`src/pmio_pkg.sv`:
```
/*
  Package for the power-management I/O block: port addresses, field
  positions, reset values and timing counts.
  Assumes a 100 MHz core clock and 16-bit host I/O ports.
*/
`default_nettype none

package pmio_pkg;

  // Host I/O port addresses of the seven registers.
  localparam logic [15:0] ADDR_OUT_LOW  = 16'h7072;
  localparam logic [15:0] ADDR_OUT_HIGH = 16'h7872;
  localparam logic [15:0] ADDR_TIMERS   = 16'h8072;
  localparam logic [15:0] ADDR_INPUTS   = 16'h8872;
  localparam logic [15:0] ADDR_STATUS   = 16'h9072;
  localparam logic [15:0] ADDR_ENABLES  = 16'hC872;
  localparam logic [15:0] ADDR_SHADOW   = 16'hD072;

  // Fixed output bit positions in the low output word.
  localparam int OUT_CLK_EN    = 0;
  localparam int OUT_PANEL     = 1;
  localparam int OUT_BACKLIGHT = 2;
  localparam int OUT_LOCAL_ACKNOWLEDGE   = 3;
  localparam int OUT_LCL_ATTN  = 4;
  localparam int OUT_CPU_PD    = 5;
  localparam int OUT_A20       = 6;
  localparam int OUT_FULL_PD   = 7;

  // Control bit positions in the input register.
  localparam int IN_UPDATE_EN  = 15;
  localparam int IN_LOCAL_EN   = 14;
  localparam int IN_AF_LSB     = 8;
  // Enable field positions in the enables register.
  localparam int EN_NMI_LSB    = 10;
  localparam int EN_ATTN_LSB   = 2;
  // Input that carries the local request.
  localparam int IN_LOCAL_REQ  = 2;

  // Special timeout codes.
  localparam logic [7:0] TMO_OFF     = 8'h00;
  localparam logic [7:0] TMO_ALWAYS  = 8'hFF;

  // Reset values.
  localparam logic [15:0] RST_WORD   = 16'h0000;
  localparam logic [7:0]  RST_BYTE   = 8'h00;

  // Timeout step in seconds and the clock rate.
  localparam longint STEP_S      = 5;
  localparam longint CLK_HZ      = 100000000;
  localparam longint STEP_CYCLES = STEP_S * CLK_HZ;

  // Local access handshake states.
  typedef enum logic [1:0] {
    LCL_IDLE,
    LCL_HOLD,
    LOCAL_ACKNOWLEDGE
  } pmio_lcl_t;

endpackage : pmio_pkg

`default_nettype wire

```
`src/pmio_core.sv`:
```
/*
  Power-management I/O control: output words, a shared panel and backlight
  inactivity timer, sampled inputs with event flags, NMI and attention.
  Assumes host I/O strobes are one-cycle pulses on core_clk and that the
  external latch takes latch_data on latch_strobe.
*/
// Behaviour
// - Two output words; low bytes read only
// - Outputs 0-7 fixed roles, 8-15 user
// - Timeout clears panel or backlight output
// - Refresh after keyboard interrupt restarts timer
// - One timer shared by both timeouts
// - Timer counts in five-second steps
// - Backlight field: off, timed, always on
// - Panel field: off, timed, always on
// - Update enable gates external latch updates
// - Local enable makes input 2 request
// - Attention flags give attention and flags
// - Writing zero clears flag; one ignored
// - Clearing both enables clears flag
// - Flagged input bit stays frozen
// - Low input bits show sampled inputs
// - NMI enables give NMI on change
// - Attention enables drive attention independently
// - Inputs 2-6 any edge; 7 rising
// - Status shows flags 7-2, rest zero
// - Shadow returns serial and parallel settings
// - External latch cleared after power up
// - Local request, hold, acknowledge handshake
`timescale 1ns/1ps
`default_nettype none

module pmio_core #(
  parameter longint STEP_CYC = pmio_pkg::STEP_CYCLES  // Cycles per step.
) (
  input  wire logic        core_clk,       // Core clock, 100 MHz.
  input  wire logic        rst_n,          // Synchronous reset, active low.
  input  wire logic [15:0] io_addr,        // Host I/O port address.
  input  wire logic        io_wr,          // Host write strobe.
  input  wire logic        io_rd,          // Host read strobe.
  input  wire logic [15:0] io_wdata,       // Host write data.
  output var  logic [15:0] io_rdata,       // Host read data.
  input  wire logic [7:0]  power_in,       // Power-control input pins.
  input  wire logic        kbd_irq,        // Keyboard interrupt pin.
  input  wire logic        hold_acknowledge, // Hold acknowledge pin.
  input  wire logic        refresh_cycle,  // Refresh pulse, same clock.
  input  wire logic        a20_gate,       // Internal A20 gate level.
  input  wire logic [1:0]  serial_a_shadow, // Serial A reg 2 bits 7-6.
  input  wire logic [1:0]  serial_b_shadow, // Serial B reg 2 bits 7-6.
  input  wire logic [3:0]  parallel_reg2_shadow, // Parallel reg 2 3-0.
  input  wire logic [7:0]  parallel_reg0_shadow, // Parallel reg 0.
  output var  logic [7:0]  latch_data,     // External latch data.
  output var  logic        latch_strobe,   // External latch load pulse.
  output var  logic [7:0]  power_out_high, // Outputs 15-8.
  output var  logic        hold_request,   // Hold request to processor.
  output var  logic        nmi,            // Non-maskable interrupt.
  output var  logic        attention_signal // Keyboard attention.
);
  import pmio_pkg::*;

  // Decodes a host access to one port address.
  function automatic logic hit(input logic [15:0] a, input logic [15:0] p);
    hit = (a == p);
  endfunction : hit

  logic [9:0]  sync_w;        // Synchronised pins.
  logic [7:0]  in_now;        // Synchronised power inputs.
  logic        kbd_now;       // Synchronised keyboard interrupt.
  logic        hold_acknowledge_now;      // Synchronised hold acknowledge.
  logic        kbd_prev_r;    // Keyboard level last cycle.
  logic        kbd_seen_r;    // Keyboard interrupt waiting for refresh.
  logic [7:0]  req_low_r;     // Host-requested outputs 7-0.
  logic [7:0]  out_high_r;    // Outputs 15-8.
  logic [15:0] timers_r;      // Backlight and panel timeout fields.
  logic [7:0]  in_ctl_r;      // Input register bits 15-8.
  logic [7:0]  sampled_r;     // Sampled inputs.
  logic [5:0]  flags_r;       // Event flags 7-2.
  logic [5:0]  nmi_en_r;      // NMI enables 7-2.
  logic [5:0]  attn_en_r;     // Attention enables 7-2.
  logic [63:0] pre_r;         // Five-second prescaler.
  logic [7:0]  elapsed_r;     // Inactivity time in steps, saturating.
  logic        panel_on;      // Panel allowed by the timer.
  logic        back_on;       // Backlight allowed by the timer.
  logic [7:0]  out_low;       // Live outputs 7-0.
  logic [7:0]  out_prev_r;    // Outputs 7-0 last cycle.
  logic        clr_pend_r;    // Latch clear still owed after reset.
  pmio_lcl_t   lcl_r;         // Local access state.
  logic [5:0]  edge_ev;       // Input events, inputs 7-2.
  logic [5:0]  flag_set;      // Flags set this cycle.
  logic [5:0]  flag_clr;      // Flags cleared this cycle.
  logic        wr_status;     // Host writes the status port.
  logic        wr_enables;    // Host writes the enables port.

  assign wr_status  = io_wr && hit(io_addr, ADDR_STATUS);
  assign wr_enables = io_wr && hit(io_addr, ADDR_ENABLES);

  // Pin inputs pass the three-stage synchroniser.
  pmio_sync u_sync (
    .core_clk (core_clk),
    .rst_n    (rst_n),
    .pin_in   ({hold_acknowledge, kbd_irq, power_in}),
    .pin_sync (sync_w)
  );
  assign in_now   = sync_w[7:0];
  assign kbd_now  = sync_w[8];
  assign hold_acknowledge_now = sync_w[9];

  // Host-writable output and control registers.
  always_ff @(posedge core_clk) begin
    if (!rst_n) begin
      req_low_r  <= RST_BYTE;
      out_high_r <= RST_BYTE;
      timers_r   <= RST_WORD;
      in_ctl_r   <= RST_BYTE;
      nmi_en_r   <= 6'h00;
      attn_en_r  <= 6'h00;
    end else if (io_wr) begin
      // The low byte of each output word ignores writes; the high byte
      // carries the requested output levels.
      if (hit(io_addr, ADDR_OUT_LOW)) begin
        req_low_r <= io_wdata[15:8];
      end
      if (hit(io_addr, ADDR_OUT_HIGH)) begin
        out_high_r <= io_wdata[15:8];
      end
      if (hit(io_addr, ADDR_TIMERS)) begin
        timers_r <= io_wdata;
      end
      if (hit(io_addr, ADDR_INPUTS)) begin
        in_ctl_r <= io_wdata[15:8];
      end
      // Bits 9-8 and 1-0 of the enables word are not stored.
      if (wr_enables) begin
        nmi_en_r  <= io_wdata[15:10];
        attn_en_r <= io_wdata[7:2];
      end
    end
  end

  // Prescaler gives one tick every five seconds.
  always_ff @(posedge core_clk) begin
    if (!rst_n) begin
      pre_r <= 64'h0000000000000000;
    end else if (refresh_cycle && kbd_seen_r) begin
      // Restart the step together with the count, so the first step is full.
      pre_r <= 64'h0000000000000000;
    end else if (pre_r == 64'(STEP_CYC - 1)) begin
      pre_r <= 64'h0000000000000000;
    end else begin
      pre_r <= pre_r + 64'h0000000000000001;
    end
  end

  // Remember a keyboard interrupt until the next refresh cycle.
  always_ff @(posedge core_clk) begin
    if (!rst_n) begin
      kbd_prev_r <= 1'b0;
      kbd_seen_r <= 1'b0;
    end else begin
      kbd_prev_r <= kbd_now;
      if (kbd_now && !kbd_prev_r) begin
        kbd_seen_r <= 1'b1;
      end else if (refresh_cycle) begin
        kbd_seen_r <= 1'b0;
      end
    end
  end

  // One shared inactivity count in five-second steps; saturates at FF.
  always_ff @(posedge core_clk) begin
    if (!rst_n) begin
      elapsed_r <= RST_BYTE;
    end else if (refresh_cycle && kbd_seen_r) begin
      elapsed_r <= RST_BYTE;
    end else if (pre_r == 64'(STEP_CYC - 1) && elapsed_r != TMO_ALWAYS) begin
      elapsed_r <= elapsed_r + 8'h01;
    end
  end

  // Compare the same elapsed time with each limit.
  always_comb begin
    back_on  = (timers_r[15:8] == TMO_ALWAYS) ||
               ((timers_r[15:8] != TMO_OFF) &&
                (elapsed_r < timers_r[15:8]));
    panel_on = (timers_r[7:0] == TMO_ALWAYS) ||
               ((timers_r[7:0] != TMO_OFF) &&
                (elapsed_r < timers_r[7:0]));
  end

  // Local access handshake: request hold, acknowledge, release.
  always_ff @(posedge core_clk) begin
    if (!rst_n) begin
      lcl_r <= LCL_IDLE;
    end else begin
      unique case (lcl_r)
        // Input 2 is a request only while local access is enabled.
        LCL_IDLE: begin
          if (in_ctl_r[IN_LOCAL_EN - 8] && in_now[IN_LOCAL_REQ]) begin
            lcl_r <= LCL_HOLD;
          end
        end
        // Wait for the processor to grant the bus.
        LCL_HOLD: begin
          if (hold_acknowledge_now) begin
            lcl_r <= LOCAL_ACKNOWLEDGE;
          end
        end
        // Hold acknowledge until the controller drops its request.
        LOCAL_ACKNOWLEDGE: begin
          if (!in_now[IN_LOCAL_REQ]) begin
            lcl_r <= LCL_IDLE;
          end
        end
      endcase
    end
  end
  assign hold_request = (lcl_r != LCL_IDLE);

  // Assemble the live low output byte from roles and overrides.
  always_comb begin
    out_low                = req_low_r;
    out_low[OUT_PANEL]     = req_low_r[OUT_PANEL] && panel_on;
    out_low[OUT_BACKLIGHT] = req_low_r[OUT_BACKLIGHT] && back_on;
    out_low[OUT_LOCAL_ACKNOWLEDGE]   = (lcl_r == LOCAL_ACKNOWLEDGE);
    out_low[OUT_LCL_ATTN]  = attention_signal;
    out_low[OUT_A20]       = a20_gate;
  end
  assign power_out_high = out_high_r;

  // Update the external latch on change, and clear it after reset.
  always_ff @(posedge core_clk) begin
    if (!rst_n) begin
      out_prev_r   <= RST_BYTE;
      clr_pend_r   <= 1'b1;
      latch_data   <= RST_BYTE;
      latch_strobe <= 1'b0;
    end else begin
      out_prev_r   <= out_low;
      latch_strobe <= 1'b0;
      if (clr_pend_r) begin
        clr_pend_r   <= 1'b0;
        latch_data   <= RST_BYTE;
        latch_strobe <= 1'b1;
      end else if (in_ctl_r[IN_UPDATE_EN - 8] && out_low != out_prev_r) begin
        latch_data   <= out_low;
        latch_strobe <= 1'b1;
      end
    end
  end

  // Detect input events: any change on 2-6, rising edge on 7.
  genvar g;
  generate
    for (g = 0; g < 6; g++) begin : g_evt
      if (g == 5) begin : g_act
        assign edge_ev[g] = in_now[g + 2] && !sampled_r[g + 2];
      end else begin : g_any
        assign edge_ev[g] = in_now[g + 2] != sampled_r[g + 2];
      end
      // A flag needs an enable that watches the input.
      assign flag_set[g] = edge_ev[g] && !flags_r[g] &&
                           (nmi_en_r[g] || attn_en_r[g] || in_ctl_r[g]);
      // Cleared by a zero in the status port or by both enables going zero.
      assign flag_clr[g] = (wr_status && !io_wdata[g + 2]) ||
                           (wr_enables && !io_wdata[g + EN_NMI_LSB] &&
                            !io_wdata[g + EN_ATTN_LSB]);
    end
  endgenerate

  // Sticky event flags; a set in the cycle of a clear wins.
  always_ff @(posedge core_clk) begin
    if (!rst_n) begin
      flags_r <= 6'h00;
    end else begin
      flags_r <= (flags_r & ~flag_clr) | flag_set;
    end
  end

  // Sample inputs; a flagged input holds its last sampled value.
  always_ff @(posedge core_clk) begin
    if (!rst_n) begin
      sampled_r <= RST_BYTE;
    end else begin
      sampled_r[1:0] <= in_now[1:0];
      for (int i = 0; i < 6; i++) begin
        if (!flags_r[i]) begin
          sampled_r[i + 2] <= in_now[i + 2];
        end
      end
    end
  end

  // NMI and attention are levels while an enabled flag stands.
  always_ff @(posedge core_clk) begin
    if (!rst_n) begin
      nmi              <= 1'b0;
      attention_signal <= 1'b0;
    end else begin
      nmi              <= |(flags_r & nmi_en_r);
      attention_signal <= |(flags_r & (attn_en_r | in_ctl_r[5:0]));
    end
  end

  // Registered read data; unmapped ports read zero.
  always_ff @(posedge core_clk) begin
    if (!rst_n) begin
      io_rdata <= RST_WORD;
    end else if (io_rd) begin
      unique case (io_addr)
        ADDR_OUT_LOW:  io_rdata <= {req_low_r, out_low};
        ADDR_OUT_HIGH: io_rdata <= {out_high_r, out_high_r};
        ADDR_TIMERS:   io_rdata <= timers_r;
        ADDR_INPUTS:   io_rdata <= {in_ctl_r, sampled_r};
        ADDR_STATUS:   io_rdata <= {8'h00, flags_r, 2'b00};
        ADDR_ENABLES:  io_rdata <= {nmi_en_r, 2'b00, attn_en_r, 2'b00};
        ADDR_SHADOW:   io_rdata <= {serial_a_shadow, serial_b_shadow,
                                    parallel_reg2_shadow,
                                    parallel_reg0_shadow};
        default:       io_rdata <= RST_WORD;
      endcase
    end
  end

endmodule : pmio_core

`default_nettype wire

```
`src/pmio_sync.sv`:
```
/*
  Three-stage input synchroniser for the ten pin inputs of the block.
  Assumes the inputs are asynchronous to core_clk; a change is accepted
  once the second and third stages agree.
*/
`timescale 1ns/1ps
`default_nettype none

module pmio_sync (
  input  wire logic       core_clk,  // Core clock.
  input  wire logic       rst_n,     // Synchronous reset, active low.
  input  wire logic [9:0] pin_in,    // Raw pin levels.
  output var  logic [9:0] pin_sync   // Filtered, synchronised levels.
);
  import pmio_pkg::*;

  logic [9:0] st1_r;  // First stage, read only by the second.
  logic [9:0] st2_r;  // Second stage.
  logic [9:0] st3_r;  // Third stage.

  // Shift the raw levels through three flip-flops.
  always_ff @(posedge core_clk) begin
    if (!rst_n) begin
      st1_r <= 10'h000;
      st2_r <= 10'h000;
      st3_r <= 10'h000;
    end else begin
      st1_r <= pin_in;
      st2_r <= st1_r;
      st3_r <= st2_r;
    end
  end

  // Accept a bit only once the later two stages agree.
  genvar g;
  generate
    for (g = 0; g < 10; g++) begin : g_agree
      always_ff @(posedge core_clk) begin
        if (!rst_n) begin
          pin_sync[g] <= 1'b0;
        end else if (st2_r[g] == st3_r[g]) begin
          pin_sync[g] <= st3_r[g];
        end
      end
    end
  endgenerate

endmodule : pmio_sync

`default_nettype wire

```
`config.mk`:
```
export PLATFORM = sky130hd
export DESIGN_NAME = pmio_core
export DESIGN_NICKNAME = d
export VERILOG_FILES = /design/src/pmio_pkg.sv /design/src/pmio_core.sv /design/src/pmio_sync.sv
export SDC_FILE = /design/constraint.sdc
export NUM_CORES = 1
export LEC_CHECK = 0
export ABC_AREA = 1
export ABC_CLOCK_PERIOD_IN_PS = 2550
export BUFFER_PORTS_ARGS = -buffer_cell sky130_fd_sc_hd__clkbuf_2
export CELL_PAD_IN_SITES_DETAIL_PLACEMENT = 1
export CELL_PAD_IN_SITES_GLOBAL_PLACEMENT = 2
export CORE_ASPECT_RATIO = 1.1
export CORE_MARGIN = 4
export CORE_UTILIZATION = 34
export CTS_CLUSTER_DIAMETER = 50
export DETAILED_ROUTE_END_ITERATION = 8
export PLACE_DENSITY = 0.88
export SYNTH_ARGS = -nofsm -noshare
export SYNTH_HDL_FRONTEND = slang
export SYNTH_HIERARCHICAL = 1
export SYNTH_SLANG_ARGS = --single-unit
export TNS_END_PERCENT = 50
```
`constraint.sdc`:
```
create_clock -name core_clk -period 2.55 [get_ports core_clk]
set_clock_uncertainty 0.2 [all_clocks]
set_input_delay 0.51 -clock core_clk [delete_from_list [all_inputs] [get_ports core_clk]]
set_output_delay 0.51 -clock core_clk [all_outputs]
set_load 0.02 [all_outputs]
```
==> out/metrics.csv <==
stage,metric,value,unit
yosys,synthTopCellsByCount,"265 x nand2_1, 231 x inv_1, 218 x dfxtp_1",
setup_path,cp-start-kind,flip-flop,
clocking,clockRootBuffer,clkbuf_16,
setup_path,critPathBufInv,3,
outcome,status,finished clean,
sta,hold_ws,49.2,ps
finish,final_cell_count_no_fill,2056,
setup_path,end_kind,flip-flop,
sta,slew_headroom,0.572,
setup_path,cp_slowest_stage_delay,370,ps
yosys,synthTopCellsByArea,"dfxtp_1 41%, nand2_1 9.4%, inv_1 8.2%, a21oi_1 7.3%, nor2_1 5.2%",
floorplanning,die_x,176,microns
yosys,syn_nets,1570,
place,placedCellCount,1993,
finish,drive_gt1_frac,0.147,
power,ir_drop,439,uV
setup_path,cp_cell_sequence,ha_1 -> nand2_1 -> inv_2 -> nand2_4 -> nor2_2 -> inv_2 -> nor3_2 -> nand3_1 -> nor2_2 -> inv_2 -> nor3_1 -> nor3b_2,
power,power,8.06,mW
sta,fin_crit,2370,ps
finish,antenna_cells,0,
power,p_sw,1.85,mW
floorplanning,rows,67,
global_route,grt_util_all_layers,0.193,
detailed_routing,dr.pass1.iters,5,
setup_path,cp-startpoint,pre_r[0]$_SDFF_PP0_,
yosys,synthFlopType,dfxtp_1,
detailed_routing,wl_per_cell,16.2,microns
yosys,ys_warn_count,6,
floorplanning,coreArea,30600,sq um
finish,nNetsFinal,1704,
setup_path,worstPathRequired,2780,ps
global_route,antenna_found_initial,1,
global_route,grt_pass1_wl,53600,microns
floorplanning,initial_core_util,0.345,
yosys,async_reset_ff_frac,0,
detailed_routing,viasPerCell,4.94,
power,pwr-share-clk,0.515,
global_route,grt_pass1_vias,10200,
place,io_buffers,99,
yosys,synthCells,1486,
yosys,ys_seq_area_frac,0.413,
sta,worst_slew_pin_slew,641,ps
place,hpwl,25300,microns
finish,area_growth,21.2,%
yosys,synth_edf_count,0,
sta,final_hold_viol_count,0,
setup_path,r2r_slack,180,ps
global_route,grt_overflow,0,
yosys,yosysTopAreaCell,dfxtp_1,
detailed_routing,ant_nets,0,
hold_path,whs_path_depth,3,
detailed_routing,drtIter0Drc,529,
finish,num-fill-cells,3886,
flow_run,maxCapViolCount,0,
yosys,ys_types,48,
clocking,clk_path_buf_depth,3,
finish,postLayoutCellArea,12800,sq um
setup_path,worst_path_max_delay_cell,dfxtp_1,
place,gp_congestion,0.866,
sta,period_share,0.931,
power,p_int,6.21,mW
power,power.leakage,5.20,nW
sta,rsz0062_at_grt,no,
yosys,synth-seq-cells,218,
setup_path,timing.rr.end,pre_r[60]$_SDFF_PP0_,
place,dpl_cell_area,11700,sq um
power,combPwrFrac,0.054,
setup_path,cp.depth,12,
clocking,cts_tree,yes,
detailed_routing,via_count,10200,
power,swShare,0.229,
setup_path,cp-endpoint,pre_r[60]$_SDFF_PP0_,
detailed_routing,drc,0,
setup_path,r2r-start,pre_r[0]$_SDFF_PP0_,
setup_path,cpLargestDelayFamily,simple AND/OR/NAND/NOR gates,
clocking,cts_num_sinks,218,
power,p_seq_frac,0.431,
yosys,syn_area,10600,sq um
sta,setup-tns-final,0,ps
clocking,cts-htree-levels,1,
global_route,grt_max_degree,112,
sta,max_freq,421,MHz
floorplanning,die_h,193,microns
floorplanning,dieArea,34000,sq um
yosys,synth_most_common_cell,nand2_1,
clocking,clkLatencyLatePin,540,ps
floorplanning,io_pins,100,
sta,slew_viol_final,0,
setup_path,crit_arrival,2600,ps
clocking,clk_pin_slew,60,ps
hold_path,hold_class,input pin to flip-flop,
detailed_routing,wl,33200,microns
setup_path,reg2regPathDepth,12,
yosys,yosysTopAreaCellShare,0.413,
setup_path,crit_type,flip-flop to flip-flop,
clocking,cts_buffers,28,
setup_path,path_common_cell,inv_2,
yosys,syn_avg_cell_area,7.11,sq um
sta,setup_viol,0,
power,power_density,629,nW/um^2
setup_path,path_max_fanout,4,
[registers in the layout, summed over array words and instances (netlist names), 10 cells and up]
name	cells
io_rdata	16
pre_r	64
timers_r	16
u_sync/pin_sync	10
u_sync/st1_r	10
u_sync/st2_r	10
u_sync/st3_r	10
[repair_timing]
action / 4_1_cts / 5_1_grt
hold buffers: 10 / 0
setup buffers: 0 / 1
setup endpoints to repair: 0 / 16
endpoints found under the hold margin: 10 / 0
resized for setup: 0 / 8
[metal layers]
metal  up-vias  part of all wire  wire length [microns]  global-route usage
met4         2             0.020                    674              0.0462
met3        53             0.039                   1310              0.0235
met2       178              0.47                  15600               0.332
met1      4809              0.47                  15700               0.259
li1       5116                 -                      -                   -
met5         -           0.00060                     20                   0
[cells in the final DEF, fill, tap and decap left out, types with 3 or more instances in the layout]
cell type,n
nand2_1,262
inv_1,230
dfxtp_1,218
a21oi_1,154
nor2_1,146
clkbuf_2,98
o21ai_0,79
nor3_1,53
nand3_1,40
nand4_1,37
buf_4,32
o22ai_1,31
clkbuf_16,29
xor2_1,22
o21ai_1,22
nor4_1,20
ha_1,20
inv_2,13
xnor2_1,13
dlygate4sd3_1,10
nor2_2,8
nor2_4,8
or2_2,8
clkbuf_1,8
nand2_2,6
and3_1,5
a31oi_1,5
nand3b_1,4
nor3_2,4
nand2_4,4
o21a_1,4
clkbuf_8,4
bufinv_16,4
a211oi_1,3
nor3b_1,3
o211ai_1,3
clkinv_4,3
buf_12,3
[metrics by stage]
step            util  setup slack, ps
2_1_floorplan      -              471
5_1_grt        0.418             7.44
4_1_cts        0.418             88.4
3_3_place_gp   0.382             94.9
6_report       0.418              176
3_5_place_dp   0.382             64.3
[cells by family after synthesis]
group / synth area share
AOI/OAI and AO/OA: 0.157
xor gates and xnor gates: 0.0290
adders and majority gates: 0.0237
buffers and inverters: 0.104
DFF: 0.413
and+or+nand+nor: 0.274
[worst min path at each step]
stage	from	endpoint	slack, ps
floorplan	u_sync/st1_r[7]$_SDFF_PN0_	u_sync/st2_r[7]$_SDFF_PN0_	190
global placement	u_sync/st1_r[1]$_SDFF_PN0_	u_sync/st2_r[1]$_SDFF_PN0_	190
detailed placement	u_sync/st1_r[4]$_SDFF_PN0_	u_sync/st2_r[4]$_SDFF_PN0_	200
CTS	a20_gate	out_prev_r[6]$_SDFF_PN0_	40
global route	refresh_cycle	kbd_seen_r$_SDFFE_PN0P_	40
finish	a20_gate	out_prev_r[6]$_SDFF_PN0_	50
[worst register-to-register path, stage by stage (launching register included)]
cell,delay [ps]
dfxtp_1,370
ha_1,180
nand2_1,70
inv_2,80
nand2_4,60
nor2_2,160
inv_2,60
nor3_2,280
nand3_1,220
nor2_2,230
inv_2,100
nor3_1,190
nor3b_2,70
[area by class of cell]
cell class	instances	area, sq um	share of cell area
clock buffer	41	811	0.0633
multi-input combinational	985	5120	0.400
sequential	218	4360	0.341
timing repair buffer	144	902	0.0705
inverter	243	912	0.0712
tap	414	518	0.0405
clock inverter	11	175	0.0137
[power groups by stage]
stage | clock (mW) | combinational (mW) | sequential (mW)
finish | 4.15 | 0.432 | 3.47
global route | 4.40 | 0.486 | 3.48
CTS | 4.26 | 0.435 | 3.47
detailed placement | 0 | 0.421 | 3.55
global placement | 0 | 0.409 | 3.54
floorplan | 0 | 0.230 | 3.54
(Power assumes the default switching activity.)
